[config.mk]
export PLATFORM = sky130hd
export DESIGN_NAME = adc_scan_compare_format
export DESIGN_NICKNAME = d
export VERILOG_FILES = /design/src/include/adc_scf_pkg.sv /design/src/logic/adc_scan_compare_format.sv
export SDC_FILE = /design/constraint.sdc
export NUM_CORES = 1
export LEC_CHECK = 0
export BUFFER_PORTS_ARGS = -buffer_cell sky130_fd_sc_hd__buf_2
export CORE_MARGIN = 10
export CORE_UTILIZATION = 45
export CTS_CLUSTER_DIAMETER = 30
export DETAILED_ROUTE_END_ITERATION = 10
export MAX_ROUTING_LAYER = met4
export PLACE_DENSITY = 0.66
export SETUP_SLACK_MARGIN = 0.3
export SLEW_MARGIN = 10
export SYNTH_ARGS = -nofsm -noshare
export SYNTH_HDL_FRONTEND = slang
export SYNTH_SLANG_ARGS = --single-unit
export TNS_END_PERCENT = 100
[constraint.sdc]
create_clock -name CLK -period 9.5 [get_ports CLK]
set_clock_uncertainty 0.15 [all_clocks]
set_input_delay 0 -clock CLK [delete_from_list [all_inputs] [get_ports CLK]]
set_output_delay 0 -clock CLK [all_outputs]
set_load 0.02 [all_outputs]
[src/include/adc_scf_pkg.sv]
//==============================================================
// Purpose: constants and types for the scan/compare/format block
// Assumes: 32-bit Avalon-MM words, 16-bit registers in low bits
// Notes:   one word per register, byte address = offset
package adc_scf_pkg;
    // register byte offsets
    localparam logic [7:0] OFS_CTRL    = 8'h00;
    localparam logic [7:0] OFS_INSEL   = 8'h04;
    localparam logic [7:0] OFS_THR_LO  = 8'h08;
    localparam logic [7:0] OFS_THR_HI  = 8'h0C;
    localparam logic [7:0] OFS_FMT     = 8'h10;
    localparam logic [7:0] OFS_STATUS  = 8'h14;
    localparam logic [7:0] OFS_IRQ_EN  = 8'h18;
    localparam logic [7:0] OFS_IRQ_CLR = 8'h1C;
    localparam logic [7:0] OFS_BUF     = 8'h40;
    // reset values
    localparam logic [15:0] CTRL_RST   = 16'h0000;
    localparam logic [15:0] INSEL_RST  = 16'h0000;
    localparam logic [15:0] THR_RST    = 16'h0000;
    localparam logic [2:0]  FMT_RST    = 3'h0;
    // writable bits of the control register (bit 11 reserved, 10 and 7-4 unused)
    localparam logic [15:0] CTRL_MASK  = 16'hF30F;
    // control field positions
    localparam int AUTOSCAN_ENABLE_BIT = 15;
    localparam int SCAN_IRQ_MODE_HI    = 9;
    localparam int SCAN_IRQ_MODE_LO    = 8;
    localparam int RESULT_WRITE_MODE_HI = 3;
    localparam int RESULT_WRITE_MODE_LO = 2;
    localparam int COMPARE_MODE_HI     = 1;
    localparam int COMPARE_MODE_LO     = 0;
    // input select field positions
    localparam int MUXB_NEG_HI = 15;
    localparam int MUXB_NEG_LO = 13;
    localparam int MUXB_POS_HI = 12;
    localparam int MUXB_POS_LO = 8;
    localparam int MUXA_NEG_HI = 7;
    localparam int MUXA_NEG_LO = 5;
    localparam int MUXA_POS_HI = 4;
    localparam int MUXA_POS_LO = 0;
    // format register fields
    localparam int FMT_SIGNED_BIT = 0;
    localparam int FMT_FRAC_BIT   = 1;
    localparam int FMT_RES12_BIT  = 2;
    // status / interrupt bits
    localparam int ST_SCAN_IRQ = 0;
    localparam int ST_SEQ_DONE = 1;
    localparam int ST_MATCH    = 2;
    localparam int ST_STORED   = 3;
    localparam int ST_W        = 4;
    // reserved positive select code
    localparam logic [4:0] POS_UNUSED = 5'h1F;
    typedef enum logic [1:0] {IRQ_NONE, IRQ_SEQ, IRQ_MATCH, IRQ_SEQ_MATCH} scan_irq_mode_t;
    typedef enum logic [1:0] {WM_LEGACY, WM_CMP_SAVE, WM_CMP_ONLY, WM_RSVD} write_mode_t;
    typedef enum logic [1:0] {CM_NONE, CM_GREATER, CM_INSIDE, CM_OUTSIDE} compare_mode_t;
    typedef enum {S_IDLE, S_START, S_WAIT} scan_state_t;
endpackage

[src/logic/adc_scan_compare_format.sv]
//==============================================================
// Purpose: auto-scan, threshold compare and result formatting
//          around a SAR converter core
// Assumes: core runs on CLK, answers START with one DONE pulse
// Notes:   registers reached over Avalon-MM with one wait cycle
//
// Decided for this implementation: register access over Avalon-MM and the address map.
`timescale 1ns/1ns
// Function
// - irq mode selects sequence/compare interrupt
// - write mode selects store always/match/never
// - compare mode: outside, inside, greater than
// - mux B positive select, code 31 unused
// - low byte holds mux A pair likewise
// - 12-bit unsigned fraction, four zero LSBs
// - negative 12-bit: zero unsigned, sign-extended signed integer, left-justified signed fraction
// - 10-bit integer right-justified, zero or sign fill
// - 10-bit fraction left-justified, sign in bit 15
// - negative 10-bit: zero unsigned, sign-extended signed integer, left-justified signed fraction
module adc_scan_compare_format
    import adc_scf_pkg::*;
#(
    parameter int BUF_DEPTH = 4
)(
    // clock and reset
    input  wire logic        CLK,
    input  wire logic        ARST_N,
    // avalon-mm slave
    input  wire logic [7:0]  ADDRESS,
    input  wire logic        READ,
    input  wire logic        WRITE,
    input  wire logic [31:0] WRITEDATA,
    output logic      [31:0] READDATA,
    output logic             WAITREQUEST,
    // converter core
    output logic             CONV_START,
    output logic [7:0]       CONV_CHANNEL,
    input  wire logic        CONV_DONE,
    input  wire logic [12:0] CONV_DATA,
    // input multiplexer selects
    output logic [2:0]       MUX_B_NEG_SEL,
    output logic [4:0]       MUX_B_POS_SEL,
    output logic [2:0]       MUX_A_NEG_SEL,
    output logic [4:0]       MUX_A_POS_SEL,
    // interrupt
    output logic             IRQ
);
    localparam int IW = $clog2(BUF_DEPTH);

    //==========================================================
    // registers
    logic [15:0]      ctrl_q, ctrl_d;
    logic [15:0]      insel_q, insel_d;
    logic [15:0]      thr_lo_q, thr_lo_d, thr_hi_q, thr_hi_d;
    logic [2:0]       fmt_q, fmt_d;
    logic [ST_W-1:0]  stat_q, stat_d, irq_en_q, irq_en_d;
    logic [15:0]      buf_q [BUF_DEPTH];
    logic [15:0]      buf_wdata;
    logic             buf_we;
    logic [31:0]      rdata_q, rdata_d;
    logic             wait_q, wait_d;
    logic             irq_q, irq_d;

    logic             wr_acc;
    logic             autoscan;
    scan_irq_mode_t   irq_mode;
    write_mode_t      wmode;
    compare_mode_t    cmode;

    assign wr_acc   = WRITE && !wait_q;
    assign autoscan = ctrl_q[AUTOSCAN_ENABLE_BIT];
    assign irq_mode = scan_irq_mode_t'(ctrl_q[SCAN_IRQ_MODE_HI:SCAN_IRQ_MODE_LO]);
    assign wmode    = write_mode_t'(ctrl_q[RESULT_WRITE_MODE_HI:RESULT_WRITE_MODE_LO]);
    assign cmode    = compare_mode_t'(ctrl_q[COMPARE_MODE_HI:COMPARE_MODE_LO]);

    //==========================================================
    // result formatting
    logic [15:0] fmt_word;
    logic        neg;
    always_comb
    begin
        if (fmt_q[FMT_RES12_BIT])
        begin
            neg = CONV_DATA[12];
            case (fmt_q[1:0])
                2'h0: fmt_word = neg ? 16'h0000 : {4'h0, CONV_DATA[11:0]};
                2'h1: fmt_word = {{3{CONV_DATA[12]}}, CONV_DATA};
                2'h2: fmt_word = neg ? 16'h0000 : {CONV_DATA[11:0], 4'h0};
                default: fmt_word = {CONV_DATA, 3'h0};
            endcase
        end
        else
        begin
            neg = CONV_DATA[10];
            case (fmt_q[1:0])
                2'h0: fmt_word = neg ? 16'h0000 : {6'h00, CONV_DATA[9:0]};
                2'h1: fmt_word = {{5{CONV_DATA[10]}}, CONV_DATA[10:0]};
                2'h2: fmt_word = neg ? 16'h0000 : {CONV_DATA[9:0], 6'h00};
                default: fmt_word = {CONV_DATA[10:0], 5'h00};
            endcase
        end
    end

    //==========================================================
    // threshold compare; signed formats compare as signed words
    logic match;
    logic gt_lo, lt_lo, gt_hi;
    always_comb
    begin
        if (fmt_q[FMT_SIGNED_BIT])
        begin
            gt_lo = $signed(fmt_word) > $signed(thr_lo_q);
            lt_lo = $signed(fmt_word) < $signed(thr_lo_q);
            gt_hi = $signed(fmt_word) > $signed(thr_hi_q);
        end
        else
        begin
            gt_lo = fmt_word > thr_lo_q;
            lt_lo = fmt_word < thr_lo_q;
            gt_hi = fmt_word > thr_hi_q;
        end
        case (cmode)
            CM_GREATER: match = gt_lo;
            CM_INSIDE:  match = !lt_lo && !gt_hi;
            CM_OUTSIDE: match = lt_lo || gt_hi;
            default:    match = 1'b0;
        endcase
    end

    //==========================================================
    // scan sequencer
    scan_state_t      st_q, st_d;
    logic [IW-1:0]    idx_q, idx_d;
    logic             start_q, start_d;
    logic             seq_match_q, seq_match_d;
    logic             ev_seq, ev_match, ev_irq;
    logic             last;

    assign last = (idx_q == IW'(BUF_DEPTH - 1));

    always_comb
    begin
        st_d        = st_q;
        idx_d       = idx_q;
        start_d     = 1'b0;
        seq_match_d = seq_match_q;
        ev_seq      = 1'b0;
        ev_match    = 1'b0;
        buf_we      = 1'b0;
        buf_wdata   = fmt_word;
        case (st_q)
            S_IDLE:
            begin
                if (autoscan)
                begin
                    st_d  = S_START;
                    idx_d = '0;
                    seq_match_d = 1'b0;
                end
            end
            S_START:
            begin
                start_d = 1'b1;
                st_d    = S_WAIT;
            end
            S_WAIT:
            begin
                if (CONV_DONE)
                begin
                    ev_match = match && (wmode != WM_RSVD);
                    case (wmode)
                        WM_LEGACY:   buf_we = 1'b1;
                        WM_CMP_SAVE: buf_we = match;
                        default:     buf_we = 1'b0;
                    endcase
                    if (ev_match)
                        seq_match_d = 1'b1;
                    if (last)
                    begin
                        ev_seq = 1'b1;
                        idx_d  = '0;
                        // a match only counts for the sequence it occurred in
                        seq_match_d = 1'b0;
                    end
                    else
                        idx_d = idx_q + IW'(1);
                    // clearing the enable ends the scan after the current conversion
                    st_d = autoscan ? S_START : S_IDLE;
                end
            end
            default: st_d = S_IDLE;
        endcase
        case (irq_mode)
            IRQ_SEQ:       ev_irq = ev_seq;
            IRQ_MATCH:     ev_irq = ev_match;
            IRQ_SEQ_MATCH: ev_irq = ev_seq && (seq_match_q || ev_match);
            default:       ev_irq = 1'b0;
        endcase
    end

    always_ff @(posedge CLK or negedge ARST_N)
    begin
        if (!ARST_N)
        begin
            st_q        <= S_IDLE;
            idx_q       <= '0;
            start_q     <= 1'b0;
            seq_match_q <= 1'b0;
        end
        else
        begin
            st_q        <= st_d;
            idx_q       <= idx_d;
            start_q     <= start_d;
            seq_match_q <= seq_match_d;
        end
    end

    // result buffer has no reset; reads before the first store are undefined
    always_ff @(posedge CLK)
    begin
        if (buf_we)
            buf_q[idx_q] <= buf_wdata;
    end

    //==========================================================
    // register file and bus slave
    logic [15:0] buf_rd;
    logic [ST_W-1:0] clr;
    always_comb
    begin
        ctrl_d   = ctrl_q;
        insel_d  = insel_q;
        thr_lo_d = thr_lo_q;
        thr_hi_d = thr_hi_q;
        fmt_d    = fmt_q;
        irq_en_d = irq_en_q;
        clr      = '0;
        buf_rd   = 16'h0000;
        if (ADDRESS >= OFS_BUF && ADDRESS < OFS_BUF + 8'(4 * BUF_DEPTH))
            buf_rd = buf_q[IW'((ADDRESS - OFS_BUF) >> 2)];
        if (wr_acc)
        begin
            case (ADDRESS)
                OFS_CTRL:    ctrl_d   = WRITEDATA[15:0] & CTRL_MASK;
                // selects pass straight to the multiplexer
                OFS_INSEL:   insel_d  = WRITEDATA[15:0];
                OFS_THR_LO:  thr_lo_d = WRITEDATA[15:0];
                OFS_THR_HI:  thr_hi_d = WRITEDATA[15:0];
                OFS_FMT:     fmt_d    = WRITEDATA[2:0];
                OFS_IRQ_EN:  irq_en_d = WRITEDATA[ST_W-1:0];
                OFS_IRQ_CLR: clr      = WRITEDATA[ST_W-1:0];
                default:     ;
            endcase
        end
        // set wins over a clear in the same cycle
        stat_d = (stat_q & ~clr)
               | {ST_W'(buf_we) << ST_STORED}
               | {ST_W'(ev_match) << ST_MATCH}
               | {ST_W'(ev_seq) << ST_SEQ_DONE}
               | {ST_W'(ev_irq) << ST_SCAN_IRQ};
        irq_d  = |(stat_d & irq_en_d);
        wait_d = !((READ || WRITE) && wait_q);
        rdata_d = rdata_q;
        if ((READ || WRITE) && wait_q)
        begin
            case (ADDRESS)
                OFS_CTRL:    rdata_d = {16'h0000, ctrl_q};
                OFS_INSEL:   rdata_d = {16'h0000, insel_q};
                OFS_THR_LO:  rdata_d = {16'h0000, thr_lo_q};
                OFS_THR_HI:  rdata_d = {16'h0000, thr_hi_q};
                OFS_FMT:     rdata_d = {29'h0, fmt_q};
                OFS_STATUS:  rdata_d = {28'h0, stat_q};
                OFS_IRQ_EN:  rdata_d = {28'h0, irq_en_q};
                default:     rdata_d = {16'h0000, buf_rd};
            endcase
        end
    end

    always_ff @(posedge CLK or negedge ARST_N)
    begin
        if (!ARST_N)
        begin
            ctrl_q   <= CTRL_RST;
            insel_q  <= INSEL_RST;
            thr_lo_q <= THR_RST;
            thr_hi_q <= THR_RST;
            fmt_q    <= FMT_RST;
            irq_en_q <= '0;
            stat_q   <= '0;
            irq_q    <= 1'b0;
            wait_q   <= 1'b1;
            rdata_q  <= 32'h0000_0000;
        end
        else
        begin
            ctrl_q   <= ctrl_d;
            insel_q  <= insel_d;
            thr_lo_q <= thr_lo_d;
            thr_hi_q <= thr_hi_d;
            fmt_q    <= fmt_d;
            irq_en_q <= irq_en_d;
            stat_q   <= stat_d;
            irq_q    <= irq_d;
            wait_q   <= wait_d;
            rdata_q  <= rdata_d;
        end
    end

    //==========================================================
    // outputs
    assign READDATA      = rdata_q;
    assign WAITREQUEST   = wait_q;
    assign IRQ           = irq_q;
    assign CONV_START    = start_q;
    assign CONV_CHANNEL  = 8'(idx_q);
    assign MUX_B_NEG_SEL = insel_q[MUXB_NEG_HI:MUXB_NEG_LO];
    assign MUX_B_POS_SEL = insel_q[MUXB_POS_HI:MUXB_POS_LO];
    assign MUX_A_NEG_SEL = insel_q[MUXA_NEG_HI:MUXA_NEG_LO];
    assign MUX_A_POS_SEL = insel_q[MUXA_POS_HI:MUXA_POS_LO];
endmodule

==> impl_metrics.py <==
metrics = {
    "run_status": {
        "outcome": "finished clean",
    },
    "clocking": {
        "clock-sinks": 157,
        "worstSkewPairLatency_ns": 0.43,
        "cts_tree": "done",
        "clk_path_buf_depth": 2,
        "clkTransAtPathRegs_ns": 0.06,
        "cts_resized": 0,
        "cts_made_buffers": 17,
        "htree_levels": 4,
        "clockRootBuffer": "clkbuf_16",
    },
    "synthesis": {
        "ys_seq_elements": 157,
        "yosys.area.top_type_share_pct": 27.6,
        "ys_top_cells_by_count": "dfrtp_1, mux2_2, edfxtp_1, nand2_1, inv_1",
        "ys_warn_count": 0,
        "ys_seq_area_share_pct": 50.9,
        "syn_avg_cell_area_um2": 12.3,
        "synth_area_leaders": "dfrtp_1, edfxtp_1, mux2_2, mux4_2, ha_1",
        "synth.distinct_cells": 62,
        "yosysTopAreaCell": "dfrtp_1",
        "synth.most_common_cell": "dfrtp_1",
        "synthArstFlopShare_pct": 59.2,
        "synth_edf_count": 64,
        "syn_area_um2": 8350,
        "syn-instance-count": 681,
        "ys.flop_type": "dfrtp_1",
    },
    "global_route": {
        "antenna_found_initial": 0,
        "grt_first_pass_wirelength_mm": 33.8,
        "grt_pass1_vias": 6247,
        "groute.usage.overall_pct": 18.3,
        "grt_max_degree": 54,
        "grt_remaining_overflow": 0,
    },
    "drt": {
        "drtIter0Drc": 399,
        "dr.pass1.iters": 5,
        "vias_per_cell": 5.79,
        "vias": 5887,
        "wire_per_inst_um": 21.0,
        "drt_wl_total_mm": 21.4,
        "postRouteAntennaNets": 0,
        "drc": 0,
    },
    "pwr": {
        "finalPower_mw": 1.62,
        "p_leak_nw": 4.25,
        "swShare_pct": 25.4,
        "cell_internal_pwr_mw": 1.21,
        "net-switching-power_mw": 0.411,
        "ir_drop_uv": 149,
        "powerDensity_nw_per_um2": 166,
        "comb_power_share_pct": 12.4,
        "p_clk_share_pct": 41.8,
        "seqPwrFrac_pct": 45.8,
    },
    "setup_path": {
        "r2r_setup_slack_ns": 3.74,
        "crit_fanout": 25,
        "cp.required_ns": 9.40,
        "cp.arrival_ns": 5.65,
        "critPathMaxStageDelay_ns": 0.83,
        "crit_chain": "buf_4 > nor2_1 > a22o_1 > a211oi_1 > a31oi_1 > ha_1 > nand4_4 > nor4_2 > a21boi_2 > o41ai_1 > nand3b_1 > mux2i_1 > or4b_4 > nor2_2",
        "critPathTopFamily": "simple AND/OR/NAND/NOR gates",
        "reg2reg_depth": 14,
        "cp-end-kind": "flip-flop",
        "r2r_start": "fmt_q[0]",
        "timing.rr.end": "buf_q[1][15]",
        "path_class": "flip-flop to flip-flop",
        "cp-start-kind": "flip-flop",
        "cp_num_buf_inv": 1,
        "critical-path-slowest-cell": "nor2_2",
    },
    "sta": {
        "setup-violations-final": 0,
        "rsz0062_at_grt": "no",
        "finalCriticalPeriod_ns": 5.76,
        "hold_viol": 0,
        "fmax_mhz": 174,
        "tns_ns": 0,
        "tightest_slew_ns": 1.22,
        "slew_headroom_pct": 18.0,
        "drv_slew": 0,
        "finalCritPeriodShare_pct": 60.6,
    },
    "floorplanning": {
        "dieArea_um2": 24400,
        "start_util_pct": 46.2,
        "ios": 117,
        "core-area_um2": 18100,
        "dieWidth_um": 156,
        "num_rows": 49,
        "die_h_um": 156,
    },
    "place": {
        "hpwl_mm": 15.0,
        "numPortBuffers": 78,
        "place_congestion": 0.900,
        "place_inst": 955,
    },
    "cells_and_area": {
        "syn2layout_area_growth_pct": 16.7,
        "drive_gt1_share_pct": 28.4,
        "stdcell_count": 1017,
        "antenna_cells": 0,
        "num-nets-final": 869,
        "n_fill_cell": 1534,
        "post-route-util_pct": 53.9,
    },
    "flow_run": {
        "drv_cap": 0,
    },
    "min_path": {
        "worst_hold_path_type": "input port to flip-flop",
        "hold_depth": 4,
        "min_from": "ADDRESS[4]",
        "holdPathEnd": "READDATA[4]",
    },
}
placed cells by master, fill, tap and decap left out, drive strengths merged, types with 15 or more instances in the layout:
master	n
mux2i	15
nor2	24
nand2	52
mux4	26
dfrtp	92
a21oi	22
o21ai	35
conb	22
edfxtp	64
clkbuf	23
inv	48
dlygate4sd3	29
ha	36
mux2	69
a22o	18
buf	84
cell type report:
| class | instances | area, µm² | share of cell area (%) |
|---|---|---|---|
| clock buffers | 23 | 472 | 4.84 |
| clock inverters | 9 | 111 | 1.14 |
| inverters | 46 | 173 | 1.77 |
| multi-input cells | 440 | 3710 | 38.1 |
| flip-flops and latches | 157 | 4250 | 43.6 |
| well taps | 229 | 287 | 2.94 |
| repair buffers | 113 | 741 | 7.60 |
sequential cells by signal, summed over array words and instances (netlist names):
signal / count
CONV_START: 1
IRQ: 1
READDATA: 16
WAITREQUEST: 1
buf_q: 64
ctrl_q: 10
fmt_q: 3
idx_q: 2
insel_q: 16
irq_en_q: 4
seq_match_q: 1
st_q: 2
stat_q: 4
thr_hi_q: 16
thr_lo_q: 16
worst max path at each step:
stage                   end  startpoint  cells past startpoint  slack [ns]
2_1_floorplan   buf_q[0][0]    fmt_q[0]                     16        4.57
3_3_place_gp    buf_q[0][7]    fmt_q[0]                     14        3.94
3_5_place_dp   buf_q[1][14]    fmt_q[0]                     14        3.81
4_1_cts        buf_q[0][15]    fmt_q[0]                     14        3.77
5_1_grt        buf_q[1][15]    fmt_q[0]                     14        3.45
6_report       buf_q[1][15]    fmt_q[0]                     14        3.74
power groups by stage:
| stage | Combinational [mW] | Sequential, mW | Clock (mW) |
|---|---|---|---|
| final | 0.201 | 0.742 | 0.676 |
| after CTS | 0.201 | 0.741 | 0.681 |
| after floorplan | 0.124 | 0.757 | 0 |
| after global placement | 0.182 | 0.753 | 0 |
| after global routing | 0.223 | 0.744 | 0.711 |
| after detailed placement | 0.188 | 0.754 | 0 |
through the flow:
stage	setup slack (ns)	cell area [µm²]	hold slack (ns)
floorplan	4.57	8430	-0.446
global placement	3.94	8850	-0.152
detailed placement	3.81	8850	-0.144
CTS	3.77	9750	0.0314
global route	3.45	9750	0.0621
finish	3.74	9750	0.0472
worst reg2reg max path: stages, from the launching register on:
cell and delay, ns:
dfrtp_1 0.55, buf_4 0.32, nor2_1 0.32, a22o_1 0.19, a211oi_1 0.07, a31oi_1 0.71
ha_1 0.41, nand4_4 0.11, nor4_2 0.08, a21boi_2 0.18, o41ai_1 0.62, nand3b_1 0.18
mux2i_1 0.08, or4b_4 0.56, nor2_2 0.83
cells by family after synthesis:
| family | share of synthesized area (%) |
|---|---|
| compound gates | 11.3 |
| fa+ha+maj | 5.39 |
| buf+inv | 5.84 |
| flops | 50.9 |
| mux | 18.1 |
| other cells | 0.0449 |
| simple gates | 8.40 |
per-layer routing:
| metal | vias up | track usage, % | routed length [µm] |
|---|---|---|---|
| met3 | 34 | 3.78 | 1200 |
| met1 | 2930 | 22.2 | 9210 |
| met5 | - | - | 0 |
| li1 | 2704 | - | - |
| met4 | 0 | 7.42 | 584 |
| met2 | 219 | 29.4 | 10400 |
repair_timing:
action | CTS | global route
buffers inserted | 0 | 0
hold buffers | 30 | 0
hold endpoints to repair | 149 | 0
(Power assumes the default switching activity.)
